**src/hdl/otp_field_map.svh**
```systemverilog
// Constants of the one-time-programmable memory field access block.
// Included by the package and by every design file that needs a figure.
`ifndef OTP_FIELD_MAP_SVH
`define OTP_FIELD_MAP_SVH

// Function command codes
`define OTP_CMD_READ_SEQ   8'hF0
`define OTP_CMD_READ_PAGE  8'hC3
`define OTP_CMD_WRITE      8'h0F

// Field layout
`define OTP_FIELD_BYTES    128
`define OTP_FIELD_AW       7
`define OTP_PAGE_LAST      5'h1F
`define OTP_PAGE_MSB       6
`define OTP_PAGE_LSB       5
`define OTP_PAGE_COUNT     4
`define OTP_RESERVED_HI    9'h000

// Values
`define OTP_ERASED_BYTE    8'hFF
`define OTP_CRC_POLY       8'h8C
`define OTP_CRC_SEED       8'h00
`define OTP_BYTE_LAST      3'h7
`define OTP_ADDR_ONE       16'h0001
`define OTP_ADDR_RESET     16'h0000
`define OTP_BYTE_RESET     8'h00
`define OTP_CNT_RESET      3'h0
`define OTP_CNT_ONE        3'h1

`endif

```
**src/hdl/otp_pkg.sv**
```systemverilog
// Types and shared arithmetic of the memory field access block.
// Assumes the constant header is on the include path.
`include "otp_field_map.svh"

package otp_pkg;

   typedef enum logic [3:0] {
      OTP_IDLE,
      OTP_CMD,
      OTP_ADDR_LO,
      OTP_ADDR_HI,
      OTP_WR_DATA,
      OTP_CMD_CRC,
      OTP_RD_DATA,
      OTP_RD_CRC,
      OTP_WR_PROG,
      OTP_WR_VERIFY,
      OTP_DONE
   } otp_state_type;

   // One bit of the reflected CRC-8, x^8+x^5+x^4+1
   function automatic logic [7:0] otp_crc8_step(input logic [7:0] crc, input logic din);
      logic fb;
      fb = crc[0] ^ din;
      otp_crc8_step = {1'b0, crc[7:1]} ^ (fb ? `OTP_CRC_POLY : 8'h00);
   endfunction

endpackage

```
**src/hdl/otp_core_if.sv**
```systemverilog
// Carrier between the command sequencer, the CRC engine and the array.
// All members are synchronous to the one block clock.
`timescale 1ns/1ps
`include "otp_field_map.svh"

interface otp_core_if;
   // CRC engine
   logic                       crc_clear;
   logic                       crc_seed_en;
   logic [7:0]                 crc_seed;
   logic                       crc_shift;
   logic                       crc_bit;
   logic [7:0]                 crc_value;
   // Storage array
   logic [`OTP_FIELD_AW-1:0]   mem_addr;
   logic                       mem_prog;
   logic [7:0]                 mem_wdata;
   logic [7:0]                 mem_rdata;

   modport ctl (
      output crc_clear, crc_seed_en, crc_seed, crc_shift, crc_bit,
      output mem_addr, mem_prog, mem_wdata,
      input  crc_value, mem_rdata
   );
   modport crc (
      input  crc_clear, crc_seed_en, crc_seed, crc_shift, crc_bit,
      output crc_value
   );
   modport mem (
      input  mem_addr, mem_prog, mem_wdata,
      output mem_rdata
   );
endinterface

```
**src/hdl/otp_array.sv**
```systemverilog
// One-time-programmable byte array, erased to all ones.
// Contents are nonvolatile in intent, so the block reset leaves them alone.
`timescale 1ns/1ps
`include "otp_field_map.svh"

module otp_array
   import otp_pkg::*;
#(
   parameter int DEPTH = `OTP_FIELD_BYTES
)(
   // Clock
   input  wire logic clk_i,
   // Core carrier
   otp_core_if.mem   core
);

   logic [7:0] mem [DEPTH];

   // Erased state of the field
   initial begin
      for (int i = 0; i < DEPTH; i++) begin
         mem[i] = `OTP_ERASED_BYTE;
      end
   end

   // Programming can only clear bits
   always_ff @(posedge clk_i) begin
      if (core.mem_prog) begin
         mem[core.mem_addr] <= mem[core.mem_addr] & core.mem_wdata;
      end
   end

   assign core.mem_rdata = mem[core.mem_addr];

endmodule

```
**src/hdl/otp_crc8.sv**
```systemverilog
// Bit-serial CRC-8 engine with clear and seed load.
// Assumes at most one of clear, seed and shift per cycle matters; clear wins.
`timescale 1ns/1ps
`include "otp_field_map.svh"

module otp_crc8
   import otp_pkg::*;
(
   // Clock and reset
   input  wire logic clk_i,
   input  wire logic reset_n_i,
   // Core carrier
   otp_core_if.crc   core
);

   logic [7:0] crc_reg;

   always_ff @(posedge clk_i or negedge reset_n_i) begin
      if (!reset_n_i) begin
         crc_reg <= `OTP_CRC_SEED;
      end else if (core.crc_clear) begin
         crc_reg <= `OTP_CRC_SEED;
      end else if (core.crc_seed_en) begin
         crc_reg <= core.crc_seed;
      end else if (core.crc_shift) begin
         crc_reg <= otp_crc8_step(crc_reg, core.crc_bit);
      end
   end

   assign core.crc_value = crc_reg;

endmodule

```
**src/hdl/otp_field_access.sv**
```systemverilog
// Command sequencer of the one-time-programmable memory field.
// Assumes a slot engine that turns bus timing into one-cycle strobes:
// bus reset, function start, write slot with bit, read slot, and the
// detected high-voltage programming pulse.
//
// Operation
// - Field is four 32-byte pages at 0x00-0x7F; 0x0080 upward is reserved.
// - Unprogrammed bits read back as one.
// - Programming only clears bits; nothing sets a cleared bit again.
// - Bytes are programmed one at a time, each on its programming pulse.
// - A page whose status lock bit is cleared refuses programming.
// - Read commands take command, then address low byte, then high byte.
// - Eight slots after the address return CRC of command and address.
// - Sequential read streams to end of page 3, then data CRC.
// - Bus reset before page 3 end drops the trailing data CRC.
// - Paged read streams to page end, then CRC of bytes read.
// - After each page CRC the next page follows, through page 3.
// - First write CRC covers command, both address bytes and data byte.
// - Programming pulse writes data at the full target address.
// - After each pulse eight slots return stored byte, LSB first.
// - Continuation increments address, seeds CRC with new low address byte.
// - Write may continue to end of field with the same byte cycle.
// - Bus reset after a pulse ends the write, programmed bytes kept.
`timescale 1ns/1ps
`include "otp_field_map.svh"

module otp_field_access
   import otp_pkg::*;
(
   // Clock and reset
   input  wire logic                        clk_i,
   input  wire logic                        reset_n_i,
   // Slot engine strobes
   input  wire logic                        bus_reset_i,
   input  wire logic                        func_start_i,
   input  wire logic                        wr_slot_i,
   input  wire logic                        wr_bit_i,
   input  wire logic                        rd_slot_i,
   input  wire logic                        prog_pulse_i,
   // Status field lock bits, cleared means locked
   input  wire logic [`OTP_PAGE_COUNT-1:0]  page_lock_bits_i,
   // Read slot answer
   output logic                             rd_bit_o,
   output logic                             rd_valid_o,
   // Status
   output logic                             prog_done_o,
   output logic                             busy_o
);

   otp_core_if core ();

   otp_crc8 u_crc (
      .clk_i     (clk_i),
      .reset_n_i (reset_n_i),
      .core      (core.crc)
   );

   otp_array #(
      .DEPTH (`OTP_FIELD_BYTES)
   ) u_array (
      .clk_i (clk_i),
      .core  (core.mem)
   );

   // Address lies inside the data field
   function automatic logic in_field(input logic [15:0] addr);
      in_field = (addr[15:`OTP_FIELD_AW] == `OTP_RESERVED_HI);
   endfunction

   // Address is the last byte of its page
   function automatic logic page_end(input logic [15:0] addr);
      page_end = (addr[`OTP_PAGE_LSB-1:0] == `OTP_PAGE_LAST);
   endfunction

   // Phase takes bytes from the master
   function automatic logic is_rx(input otp_state_type s);
      is_rx = (s == OTP_CMD) || (s == OTP_ADDR_LO) ||
              (s == OTP_ADDR_HI) || (s == OTP_WR_DATA);
   endfunction

   // Phase answers read slots
   function automatic logic is_tx(input otp_state_type s);
      is_tx = (s == OTP_CMD_CRC) || (s == OTP_RD_DATA) ||
              (s == OTP_RD_CRC) || (s == OTP_WR_VERIFY);
   endfunction

   otp_state_type state_reg;
   otp_state_type state_next;
   logic [7:0]    cmd_reg;
   logic [15:0]   addr_reg;
   logic [15:0]   addr_inc;
   logic [7:0]    rx_reg;
   logic [7:0]    rx_byte;
   logic [7:0]    tx_reg;
   logic [2:0]    bit_cnt_reg;
   logic          load_reg;
   logic          rx_state;
   logic          tx_state;
   logic          wr_take;
   logic          rd_take;
   logic          rx_full;
   logic          tx_done;
   logic          is_write;
   logic          prog_en;
   logic [7:0]    field_byte;

   // Phase classification
   assign rx_state = is_rx(state_reg);
   assign tx_state = is_tx(state_reg);

   assign wr_take  = wr_slot_i && rx_state && !bus_reset_i;
   assign rd_take  = rd_slot_i && tx_state && !load_reg && !bus_reset_i;
   assign rx_full  = wr_take && (bit_cnt_reg == `OTP_BYTE_LAST);
   assign tx_done  = rd_take && (bit_cnt_reg == `OTP_BYTE_LAST);
   assign rx_byte  = {wr_bit_i, rx_reg[7:1]};
   assign is_write = (cmd_reg == `OTP_CMD_WRITE);
   assign addr_inc = addr_reg + `OTP_ADDR_ONE;

   // Reserved addresses read as erased
   assign field_byte = in_field(addr_reg) ? core.mem_rdata : `OTP_ERASED_BYTE;

   // Program only inside the field and on an unlocked page
   assign prog_en = (state_reg == OTP_WR_PROG) && prog_pulse_i && !bus_reset_i &&
                    in_field(addr_reg) &&
                    page_lock_bits_i[addr_reg[`OTP_PAGE_MSB:`OTP_PAGE_LSB]];

   // Next state
   always_comb begin
      state_next = state_reg;
      unique case (state_reg)
         OTP_IDLE: begin
            if (func_start_i) begin
               state_next = OTP_CMD;
            end
         end
         OTP_CMD: begin
            if (rx_full) begin
               if (rx_byte == `OTP_CMD_READ_SEQ || rx_byte == `OTP_CMD_READ_PAGE ||
                   rx_byte == `OTP_CMD_WRITE) begin
                  state_next = OTP_ADDR_LO;
               end else begin
                  state_next = OTP_DONE;
               end
            end
         end
         OTP_ADDR_LO: begin
            if (rx_full) begin
               state_next = OTP_ADDR_HI;
            end
         end
         OTP_ADDR_HI: begin
            if (rx_full) begin
               state_next = is_write ? OTP_WR_DATA : OTP_CMD_CRC;
            end
         end
         OTP_WR_DATA: begin
            if (rx_full) begin
               state_next = OTP_CMD_CRC;
            end
         end
         OTP_CMD_CRC: begin
            if (tx_done) begin
               if (is_write) begin
                  state_next = OTP_WR_PROG;
               end else if (in_field(addr_reg)) begin
                  state_next = OTP_RD_DATA;
               end else begin
                  state_next = OTP_DONE;
               end
            end
         end
         OTP_RD_DATA: begin
            if (tx_done) begin
               if (!in_field(addr_inc)) begin
                  state_next = OTP_RD_CRC;
               end else if (cmd_reg == `OTP_CMD_READ_PAGE && page_end(addr_reg)) begin
                  state_next = OTP_RD_CRC;
               end
            end
         end
         OTP_RD_CRC: begin
            if (tx_done) begin
               state_next = in_field(addr_reg) ? OTP_RD_DATA : OTP_DONE;
            end
         end
         OTP_WR_PROG: begin
            if (prog_pulse_i) begin
               state_next = OTP_WR_VERIFY;
            end
         end
         OTP_WR_VERIFY: begin
            if (tx_done) begin
               state_next = in_field(addr_inc) ? OTP_WR_DATA : OTP_DONE;
            end
         end
         OTP_DONE: begin
            state_next = OTP_DONE;
         end
         default: begin
            state_next = OTP_IDLE;
         end
      endcase
      if (bus_reset_i) begin
         state_next = OTP_IDLE;
      end
   end

   // State register
   always_ff @(posedge clk_i or negedge reset_n_i) begin
      if (!reset_n_i) begin
         state_reg <= OTP_IDLE;
      end else begin
         state_reg <= state_next;
      end
   end

   // Bit counter, restarted on every phase change
   always_ff @(posedge clk_i or negedge reset_n_i) begin
      if (!reset_n_i) begin
         bit_cnt_reg <= `OTP_CNT_RESET;
      end else if (state_next != state_reg) begin
         bit_cnt_reg <= `OTP_CNT_RESET;
      end else if (wr_take || rd_take) begin
         bit_cnt_reg <= bit_cnt_reg + `OTP_CNT_ONE;
      end
   end

   // Receive shifter, LSB first
   always_ff @(posedge clk_i or negedge reset_n_i) begin
      if (!reset_n_i) begin
         rx_reg <= `OTP_BYTE_RESET;
      end else if (wr_take) begin
         rx_reg <= rx_byte;
      end
   end

   // Command byte
   always_ff @(posedge clk_i or negedge reset_n_i) begin
      if (!reset_n_i) begin
         cmd_reg <= `OTP_BYTE_RESET;
      end else if (state_reg == OTP_CMD && rx_full) begin
         cmd_reg <= rx_byte;
      end
   end

   // Target address pointer
   always_ff @(posedge clk_i or negedge reset_n_i) begin
      if (!reset_n_i) begin
         addr_reg <= `OTP_ADDR_RESET;
      end else if (state_reg == OTP_ADDR_LO && rx_full) begin
         addr_reg[7:0] <= rx_byte;
      end else if (state_reg == OTP_ADDR_HI && rx_full) begin
         addr_reg[15:8] <= rx_byte;
      end else if ((state_reg == OTP_RD_DATA || state_reg == OTP_WR_VERIFY) && tx_done) begin
         addr_reg <= addr_inc;
      end
   end

   // Transmit byte load, one cycle after entering a byte
   always_ff @(posedge clk_i or negedge reset_n_i) begin
      if (!reset_n_i) begin
         load_reg <= 1'b0;
      end else begin
         load_reg <= is_tx(state_next) && ((state_next != state_reg) || tx_done);
      end
   end

   // Transmit shifter
   always_ff @(posedge clk_i or negedge reset_n_i) begin
      if (!reset_n_i) begin
         tx_reg <= `OTP_ERASED_BYTE;
      end else if (load_reg) begin
         if (state_reg == OTP_CMD_CRC || state_reg == OTP_RD_CRC) begin
            tx_reg <= core.crc_value;
         end else begin
            tx_reg <= field_byte;
         end
      end else if (rd_take) begin
         tx_reg <= {1'b1, tx_reg[7:1]};
      end
   end

   // CRC engine control
   always_comb begin
      core.crc_clear   = func_start_i && (state_reg == OTP_IDLE);
      core.crc_seed_en = 1'b0;
      core.crc_seed    = addr_inc[7:0];
      core.crc_shift   = 1'b0;
      core.crc_bit     = wr_bit_i;
      if (rx_state && wr_take) begin
         core.crc_shift = 1'b1;
      end else if (state_reg == OTP_RD_DATA && rd_take) begin
         core.crc_shift = 1'b1;
         core.crc_bit   = tx_reg[0];
      end
      if ((state_reg == OTP_CMD_CRC && !is_write && tx_done) ||
          (state_reg == OTP_RD_CRC && tx_done)) begin
         core.crc_clear = 1'b1;
      end
      if (state_reg == OTP_WR_VERIFY && tx_done) begin
         core.crc_seed_en = 1'b1;
      end
   end

   // Array access
   assign core.mem_addr  = addr_reg[`OTP_FIELD_AW-1:0];
   assign core.mem_prog  = prog_en;
   assign core.mem_wdata = rx_reg;

   // Read slot answer, ones outside transmit phases
   always_ff @(posedge clk_i or negedge reset_n_i) begin
      if (!reset_n_i) begin
         rd_bit_o <= 1'b1;
      end else begin
         rd_bit_o <= rd_take ? tx_reg[0] : 1'b1;
      end
   end

   // Read slot acknowledge
   always_ff @(posedge clk_i or negedge reset_n_i) begin
      if (!reset_n_i) begin
         rd_valid_o <= 1'b0;
      end else begin
         rd_valid_o <= rd_slot_i;
      end
   end

   // Programming strobe
   always_ff @(posedge clk_i or negedge reset_n_i) begin
      if (!reset_n_i) begin
         prog_done_o <= 1'b0;
      end else begin
         prog_done_o <= prog_en;
      end
   end

   // Command activity
   always_ff @(posedge clk_i or negedge reset_n_i) begin
      if (!reset_n_i) begin
         busy_o <= 1'b0;
      end else begin
         busy_o <= (state_next != OTP_IDLE) && (state_next != OTP_DONE);
      end
   end

endmodule

```
**config.mk**
```make
export PLATFORM = sky130hd
export DESIGN_NAME = otp_field_access
export DESIGN_NICKNAME = d
export VERILOG_FILES = /design/src/hdl/otp_pkg.sv /design/src/hdl/otp_core_if.sv /design/src/hdl/otp_array.sv /design/src/hdl/otp_crc8.sv /design/src/hdl/otp_field_access.sv
export VERILOG_INCLUDE_DIRS = /design/src /design/src/hdl
export SDC_FILE = /design/constraint.sdc
export NUM_CORES = 1
export LEC_CHECK = 0
export CAP_MARGIN = 40
export CORE_MARGIN = 2
export CORE_UTILIZATION = 42
export CTS_BUF_LIST = sky130_fd_sc_hd__clkbuf_8
export DETAILED_ROUTE_END_ITERATION = 10
export DONT_BUFFER_PORTS = 1
export MAX_ROUTING_LAYER = met4
export PLACE_DENSITY = 0.55
export SLEW_MARGIN = 10
export SYNTH_ARGS = -nofsm -noshare
export SYNTH_HDL_FRONTEND = slang
export SYNTH_SLANG_ARGS = --single-unit
```
**constraint.sdc**
```tcl
create_clock -name clk_i -period 14.4 [get_ports clk_i]
set_clock_uncertainty 0.15 [all_clocks]
set_input_delay 2.88 -clock clk_i [delete_from_list [all_inputs] [get_ports clk_i]]
set_output_delay 2.88 -clock clk_i [all_outputs]
set_load 0.005 [all_outputs]
```
==> results of run 1 <==
-- placed cells by master, fill, tap and decap left out, drive strengths merged, types with 10 or more instances in the layout --
cell type,n
mux2i,72
a22oi,147
a221o,38
nor2,199
a221oi,79
nor3,15
buf,165
nand2,139
a31oi,21
mux2,145
o2bb2ai,26
a22o,13
nor2b,19
mux4,39
clkbuf,189
a222oi,13
inv,89
dfrtp,51
nand4,19
edfxtp,1024
and2,13
nand2b,17
a21oi,73
o211ai,12
nand3,21
o22ai,20
clkinv,38
o221ai,10
xnor2,17
o21ai,52
-- power by group through the flow --
| stage | Clock, uW | Combinational [uW] | Sequential (uW) |
|---|---|---|---|
| after detailed placement | 0 | 247 | 3700 |
| after global placement | 0 | 219 | 3700 |
| after global routing | 2620 | 264 | 3630 |
| after CTS | 2490 | 247 | 3630 |
| after floorplan | 0 | 112 | 3700 |
| final | 2450 | 244 | 3630 |
-- stage by stage --
step	instance area (um^2)	std cells	total power [uW]	setup slack [ps]	util [%]
global placement	45100	3929	3920	8070	43.7
finish	49100	4336	6330	8090	47.6
CTS	49100	4325	6360	8230	47.5
floorplan	43600	2672	3810	7900	-
detailed placement	45900	4021	3940	8270	44.5
global route	49100	4335	6510	7980	47.6
-- worst min path at each step --
stage,start,endpoint,slack [ps],cells past startpoint
2_1_floorplan,u_crc.core.crc_value[2],u_crc.core.crc_value[2],320,2
3_3_place_gp,cmd_reg[1],cmd_reg[1],340,1
3_5_place_dp,cmd_reg[0],cmd_reg[0],340,1
4_1_cts,cmd_reg[0],cmd_reg[0],350,1
5_1_grt,cmd_reg[0],cmd_reg[0],350,1
6_report,cmd_reg[0],cmd_reg[0],350,1
-- kinds of logic (layout without fill, tap and decap cells) --
family / Yosys count / after routing
flip-flops: 1084 / 1084
AO/OA/AOI/OAI: 582 / 582
AND/OR/NAND/NOR: 516 / 516
multiplexers: 256 / 256
buffers and inverters: 204 / 485
XOR/XNOR: 26 / 26
adder cells (fa/ha/maj): 4 / 4
other: 0 / 3
-- cell type report --
class	instances	area [um^2]	share of cell area, %
sequential	1084	32300	65.7
clock inverter	115	548	1.12
timing repair buffer	166	1390	2.82
inverter	15	56.3	0.115
clock buffer	189	2600	5.29
multi-input combinational	1384	10500	21.4
tap	1380	1730	3.51
antenna	3	7.51	0.0153
-- routing by layer --
layer / track usage (%) / part of all wire (%) / vias up
li1: - / - / 11104
met1: 35.3 / 40 / 13874
met2: 40.3 / 47 / 1642
met3: 5.00 / 9.3 / 323
met4: 10.1 / 4.0 / 0
met5: - / 0 / -
==> impl_summary.txt, run 1 <==
----------------------------------------------------
[Run status]
  Outcome ... complete, no violations

[Floorplanning]
  Effective utilization at floorplan ... 42.3%
  Height of the die ... 326 um
  Floorplan die area ... 106000 um^2
  Row count ... between 100 and 150
  Area of the core ... 103000 um^2
  Die width ... ~330 um
  Boundary Pins ... 16

[Global routing]
  Number of global-route vias before repair ... 26.5k
  Initial antenna violation count ... 1
  GR Overflow Total ... 0
  Total global-route track usage ... a little over a quarter
  Wire length of the first global-routing pass ... between 150000 and 200000 um
  Largest net degree at the start of global routing ... 92

[Critical path]
  Number of cells on the critical path ... 12
  Reg2reg path depth ... 12
  Startpoint types ... flop
  Critical R2R Launch ... addr_reg[0]
  Buffers & Inverters on Critical Path ... 5
  Classification of the worst setup path ... flop to flop
  Endpoint of the worst register-to-register path ... u_array.mem[55][4]
  Cell type of the slowest stage on the worst timing path ... sky130_fd_sc_hd__dfrtp_4
  Critical path startpoint ... addr_reg[0]
  Required time at the worst-slack endpoint ... ~15000 ps
  Biggest fanout along the worst timing path ... between 50 and 60
  Crit path to ... u_array.mem[55][4]
  Endpoint class of the critical path ... flop
  Family with the most delay on the worst path ... buffers and inverters
  Setup slack of the most critical reg-to-reg path ... about 8000 ps
  Most frequent CP cell ... sky130_fd_sc_hd__buf_4
  Critical path arrival ... roughly 6700 ps
  Cell-by-cell listing of the critical path ... buf_4, buf_4, mux2_2, a221o_1, a21oi_1, o22a_1, o2111ai_1, a311oi_1, nor2b_4, buf_16, buf_4, buf_12
  Maximum single-stage delay on the critical path ... around 840 ps

[Logic synthesis]
  Synthesized instance count ... between 2k and 3k
  Cell type contributing the most total cell area after synthesis ... sky130_fd_sc_hd__edfxtp_1
  Number of enable-type register cells in the synthesized netlist ... between 1k and 1.5k
  Count of cell types in the netlist ... 88
  Most common cell in the netlist ... sky130_fd_sc_hd__edfxtp_1
  Largest family of logic cells by synthesized area ... compound AO/OA/AOI/OAI gates
  Share of the synthesized area in the top cell type ... 70.5%
  Flip-flop and latch count after synthesis ... between 1k and 1.5k
  Xor/xnor share of the synthesized area ... 0.522%
  Sequential area share after synthesis ... roughly 74%
  Most used flip-flop cell after synthesis ... sky130_fd_sc_hd__edfxtp_1
  Multiplexer share of the synthesized area ... ~7.5%
  Syn Nets ... 2688
  Post-synthesis instance area ... 43600 um^2
  Mean area per synthesized cell ... 16.3 um^2
  Synth Area in Simple Gates ... 5.74%
  Adder-cell share of the synthesized area ... less than 1%
  Share of the synthesized area in compound gates (AO/OA/AOI/OAI) ... between 10% and 20%
  Fraction of synthesis flops using an asynchronous set or reset pin ... roughly 5.5%
  Synth cell count leaders ... sky130_fd_sc_hd__edfxtp_1 (1024), sky130_fd_sc_hd__nor2_1 (199), sky130_fd_sc_hd__a22oi_1 (147), sky130_fd_sc_hd__mux2_2 (142), sky130_fd_sc_hd__nand2_1 (139)
  Synth warn ... 0
  Ranking of synthesized cells by area ... sky130_fd_sc_hd__edfxtp_1 (71%), sky130_fd_sc_hd__mux2_2 (3.7%), sky130_fd_sc_hd__dfrtp_1 (2.9%)

[Clock network]
  Number of buffers added for setup after CTS ... 0
  Depth of the CTS H-tree ... 4
  Maximum count of clock buffers along a single path ... 3
  Hold-fix buffer count after cts ... 0
  Number of buffers added by the clock tree synthesis step ... 174
  Worst-skew pair later-pin latency ... ~860 ps
  Number of clock sinks seen by CTS ... between 1k and 1.5k
  Post_cts resized ... 0
  Clock slew at reported path FFs ... around 60 ps
  Clock tree root driver cell ... sky130_fd_sc_hd__clkbuf_8
  TritonCTS clock tree ... built

[Routing]
  Total detailed-routing wirelength ... between 100000 and 150000 um
  Mean routed wirelength per cell ... about 32 um
  Router iterations before antenna repair ... 6
  DRC Markers ... 0
  Avg Vias per Cell ... approximately 6.2
  Residual antenna-violating net count after detailed routing ... 0
  Total via count after detailed routing ... 26.9k
  Number of DRC violations after detailed-routing iteration 0 ... approximately 3.6k

[STA]
  Pins Over Slew Limit ... 0
  Relative slew margins ... 28.1%
  Final Hold Fails ... 0
  Slew @ Worst Pin ... 1080 ps
  Maximum clock frequency ... around 160 MHz
  Worst hold margin ... between 300 and 400 ps
  Final period utilization ... a little over two fifths
  Setup_tns ... 0 ps
  Final setup fails ... 0
  RSZ-0062 raised after global routing ... no
  Post-layout min period ... 6310 ps

[Pwr]
  Fraction of power consumed by sequential logic ... a little under three fifths
  Net switching power figure ... between 1000 and 1500 uW
  Combinational cell fraction of total power ... under 10%
  Internal power consumption ... between 4000 and 5000 uW
  Switching portion of total power ... 22.8%
  Leakage ... roughly 0.017 uW
  Relative contribution of the clock network to total power ... slightly below 40%
  Maximum VDD drop ... around 74 uV
  Power per cell area ... approximately 130 nW/um^2

[Placed design]
  Sum of net half-perimeters after detailed placement ... roughly 83000 um
  Final weighted congestion of routability-driven global placement ... 0.935
  Quantity of I/O buffers inserted on ports ... 0

[Cells and area]
  Layout filler cell count ... between 8k and 9k
  Final net count ... 2841
  Number of flip-flops in the largest register ... just over 1k
  Area growth syn-to-layout ... 12.6%
  Share of post-route cells with drive strength above 1 ... 20.6%

[Hold path]
  Worst hold path class ... flop to flop

[Flow run]
  Max Cap Violations ... 0

----------------------------------------------------
Power figures use the tool's default switching activity.
==> run 2: changes to the inputs <==
==> constraint.sdc (replaced) <==
create_clock -name clk_i -period 6.2 [get_ports clk_i]
set_clock_uncertainty 0.15 [all_clocks]
set_input_delay 1.24 -clock clk_i [delete_from_list [all_inputs] [get_ports clk_i]]
set_output_delay 1.24 -clock clk_i [all_outputs]
set_load 0.005 [all_outputs]
==> impl_summary.txt, run 2 (synthesized netlist as in run 1, its figures left out) <==
----------------------------------------------------
[Run status]
  Outcome ... complete, no violations

[Routing]
  Avg Vias per Cell ... around 6.2
  Total detailed-routing wirelength ... 141000 um
  Mean routed wirelength per cell ... around 32 um
  Residual antenna-violating net count after detailed routing ... 0
  Total via count after detailed routing ... between 20k and 30k
  Number of DRC violations after detailed-routing iteration 0 ... 3609
  DRC Markers ... 0
  Router iterations before antenna repair ... 7

[Critical path]
  Reg2reg path depth ... 11
  Endpoint class of the critical path ... flop
  Most frequent CP cell ... sky130_fd_sc_hd__buf_4
  Family with the most delay on the worst path ... buffers and inverters
  Setup slack of the most critical reg-to-reg path ... about 1200 ps
  Classification of the worst setup path ... flop to flop
  Critical path arrival ... roughly 5400 ps
  Biggest fanout along the worst timing path ... 48
  Number of cells on the critical path ... 11
  Cell-by-cell listing of the critical path ... buf_4, nor3_2, buf_4, a22oi_1, a41oi_1, nor4_1, buf_4, o2111ai_1, and4b_1, nor2b_4, buf_4
  Cell type of the slowest stage on the worst timing path ... sky130_fd_sc_hd__dfrtp_4
  Buffers & Inverters on Critical Path ... 4
  Required time at the worst-slack endpoint ... approximately 6600 ps
  Maximum single-stage delay on the critical path ... between 600 and 700 ps
  Startpoint types ... flop

[STA]
  Final Hold Fails ... 0
  Slew @ Worst Pin ... 928 ps
  Setup_tns ... 0 ps
  Maximum clock frequency ... 200 MHz
  Pins Over Slew Limit ... 0
  Final period utilization ... roughly four fifths
  Worst setup slack after layout ... about 1200 ps
  Relative slew margins ... 37.9%
  Post-layout min period ... 5000 ps
  Final setup fails ... 0
  RSZ-0062 raised after global routing ... no

[Cells and area]
  Final net count ... between 2k and 3k
  Number of flip-flops in the largest register ... 1024
  Post-route cell area ... around 50000 um^2
  Non-filler instance count after layout ... ~4.4k
  Most common cell after layout, fill and taps aside ... sky130_fd_sc_hd__edfxtp_1
  Share of post-route cells with drive strength above 1 ... between 20 and 25%
  Most frequent cells in the layout ... sky130_fd_sc_hd__edfxtp_1 (1024), sky130_fd_sc_hd__nor2_1 (196), sky130_fd_sc_hd__clkbuf_8 (190), sky130_fd_sc_hd__buf_4 (165), sky130_fd_sc_hd__a22oi_1 (147)
  Area growth syn-to-layout ... 13.6%

[Placed design]
  Cell area after placement ... 46100 um^2
  Final weighted congestion of routability-driven global placement ... around 0.91
  Setup Slack @ Placement ... around 1300 ps
  Quantity of I/O buffers inserted on ports ... 0
  Number of cells in the design after placement ... approximately 4.0k
  Sum of net half-perimeters after detailed placement ... a little under 90000 um

[Pwr]
  Combinational cell fraction of total power ... 3.9%
  Overall Power ... about 15000 uW
  Power per cell area ... approximately 300 nW/um^2
  Relative contribution of the clock network to total power ... between 30% and 40%
  Internal power consumption ... roughly 11000 uW
  Net switching power figure ... 3490 uW
  Switching portion of total power ... about a quarter
  Maximum VDD drop ... between 150 and 200 uV
  Leakage ... about 0.017 uW
  Fraction of power consumed by sequential logic ... a little under three fifths

[Floorplanning]
  Floorplan die area ... 106000 um^2
  Die width ... 326 um
  Boundary Pins ... 16
  Area of the core ... roughly 100000 um^2
  Height of the die ... between 300 and 400 um
  Effective utilization at floorplan ... between 40% and 50%
  Row count ... 118

[Clock network]
  Depth of the CTS H-tree ... 4
  Clock slew at reported path FFs ... ~60 ps
  Number of clock sinks seen by CTS ... 1084
  Maximum count of clock buffers along a single path ... 3
  Post_cts resized ... 0
  Number of buffers added by the clock tree synthesis step ... ~180
  Clock tree root driver cell ... sky130_fd_sc_hd__clkbuf_8
  TritonCTS clock tree ... built
  Worst-skew pair later-pin latency ... 870 ps

[Global routing]
  Total global-route track usage ... between 20% and 30%
  Initial antenna violation count ... 4
  Wire length of the first global-routing pass ... ~200000 um
  Number of global-route vias before repair ... between 20k and 30k
  Largest net degree at the start of global routing ... around 130
  GR Overflow Total ... 0

[Flow run]
  Max Cap Violations ... 0

[Hold path]
  Worst hold path class ... input port to asynchronous set/reset pin

----------------------------------------------------
## run 2: cell count changes in the layout (fill, tap and decap cells not counted), moves of 2 or more
cell	before	now
sky130_fd_sc_hd__inv_6	1	5
sky130_fd_sc_hd__clkinvlp_4	1	3
sky130_fd_sc_hd__inv_1	80	57
sky130_fd_sc_hd__clkinv_1	30	54
sky130_fd_sc_hd__buf_6	1	7
sky130_fd_sc_hd__clkinv_2	8	17
sky130_fd_sc_hd__inv_8	6	2
sky130_fd_sc_hd__buf_12	4	11
sky130_fd_sc_hd__buf_4	154	165
sky130_fd_sc_hd__clkinv_8	0	3
## run 2: per-layer routing
metal	GRT usage, %	share of wire (%)
met1	36.4	40
met2	40.6	46
met3	5.33	9.4
met4	11.3	4.2
met5	-	0
## run 2: what timing repair did
action,4_1_cts,5_1_grt
hold buffers,1,0
setup buffers,0,0
hold endpoints to repair,51,0
## run 2: cell type report
cell class | instances | area [um^2]
sequential | 1084 | 32300
inverter | 15 | 56.3
fill | 8840 | 53700
clock buffer | 190 | 2620
antenna | 2 | 5.00
tap | 1380 | 1730
timing repair buffer | 189 | 1630
multi-input combinational | 1384 | 10500
clock inverter | 132 | 697
## run 2: worst paths after layout
check | from | endpoint
max | addr_reg[0] | u_array.mem[115][1]
min | reset_n_i | prog_done_o
max reg2reg | addr_reg[0] | u_array.mem[115][1]
min reg2reg | cmd_reg[1] | cmd_reg[1]
max in group asynchronous | reset_n_i | addr_reg[2]
min in group clk_i | rd_slot_i | rd_valid_o
## run 2: through the flow
stage	hold slack, ps	util, %
global route	47.4	48.0
detailed placement	342	44.7
CTS	21.2	47.9
floorplan	321	-
global placement	334	44.0
finish	60.3	48.0
## run 2: power by group through the flow
stage | Clock, uW | Sequential [uW] | Combinational [uW]
after floorplan | 0 | 8580 | 261
after global placement | 0 | 8590 | 544
after detailed placement | 0 | 8590 | 571
after CTS | 5970 | 8440 | 582
after global routing | 6270 | 8440 | 628
final | 5890 | 8440 | 581
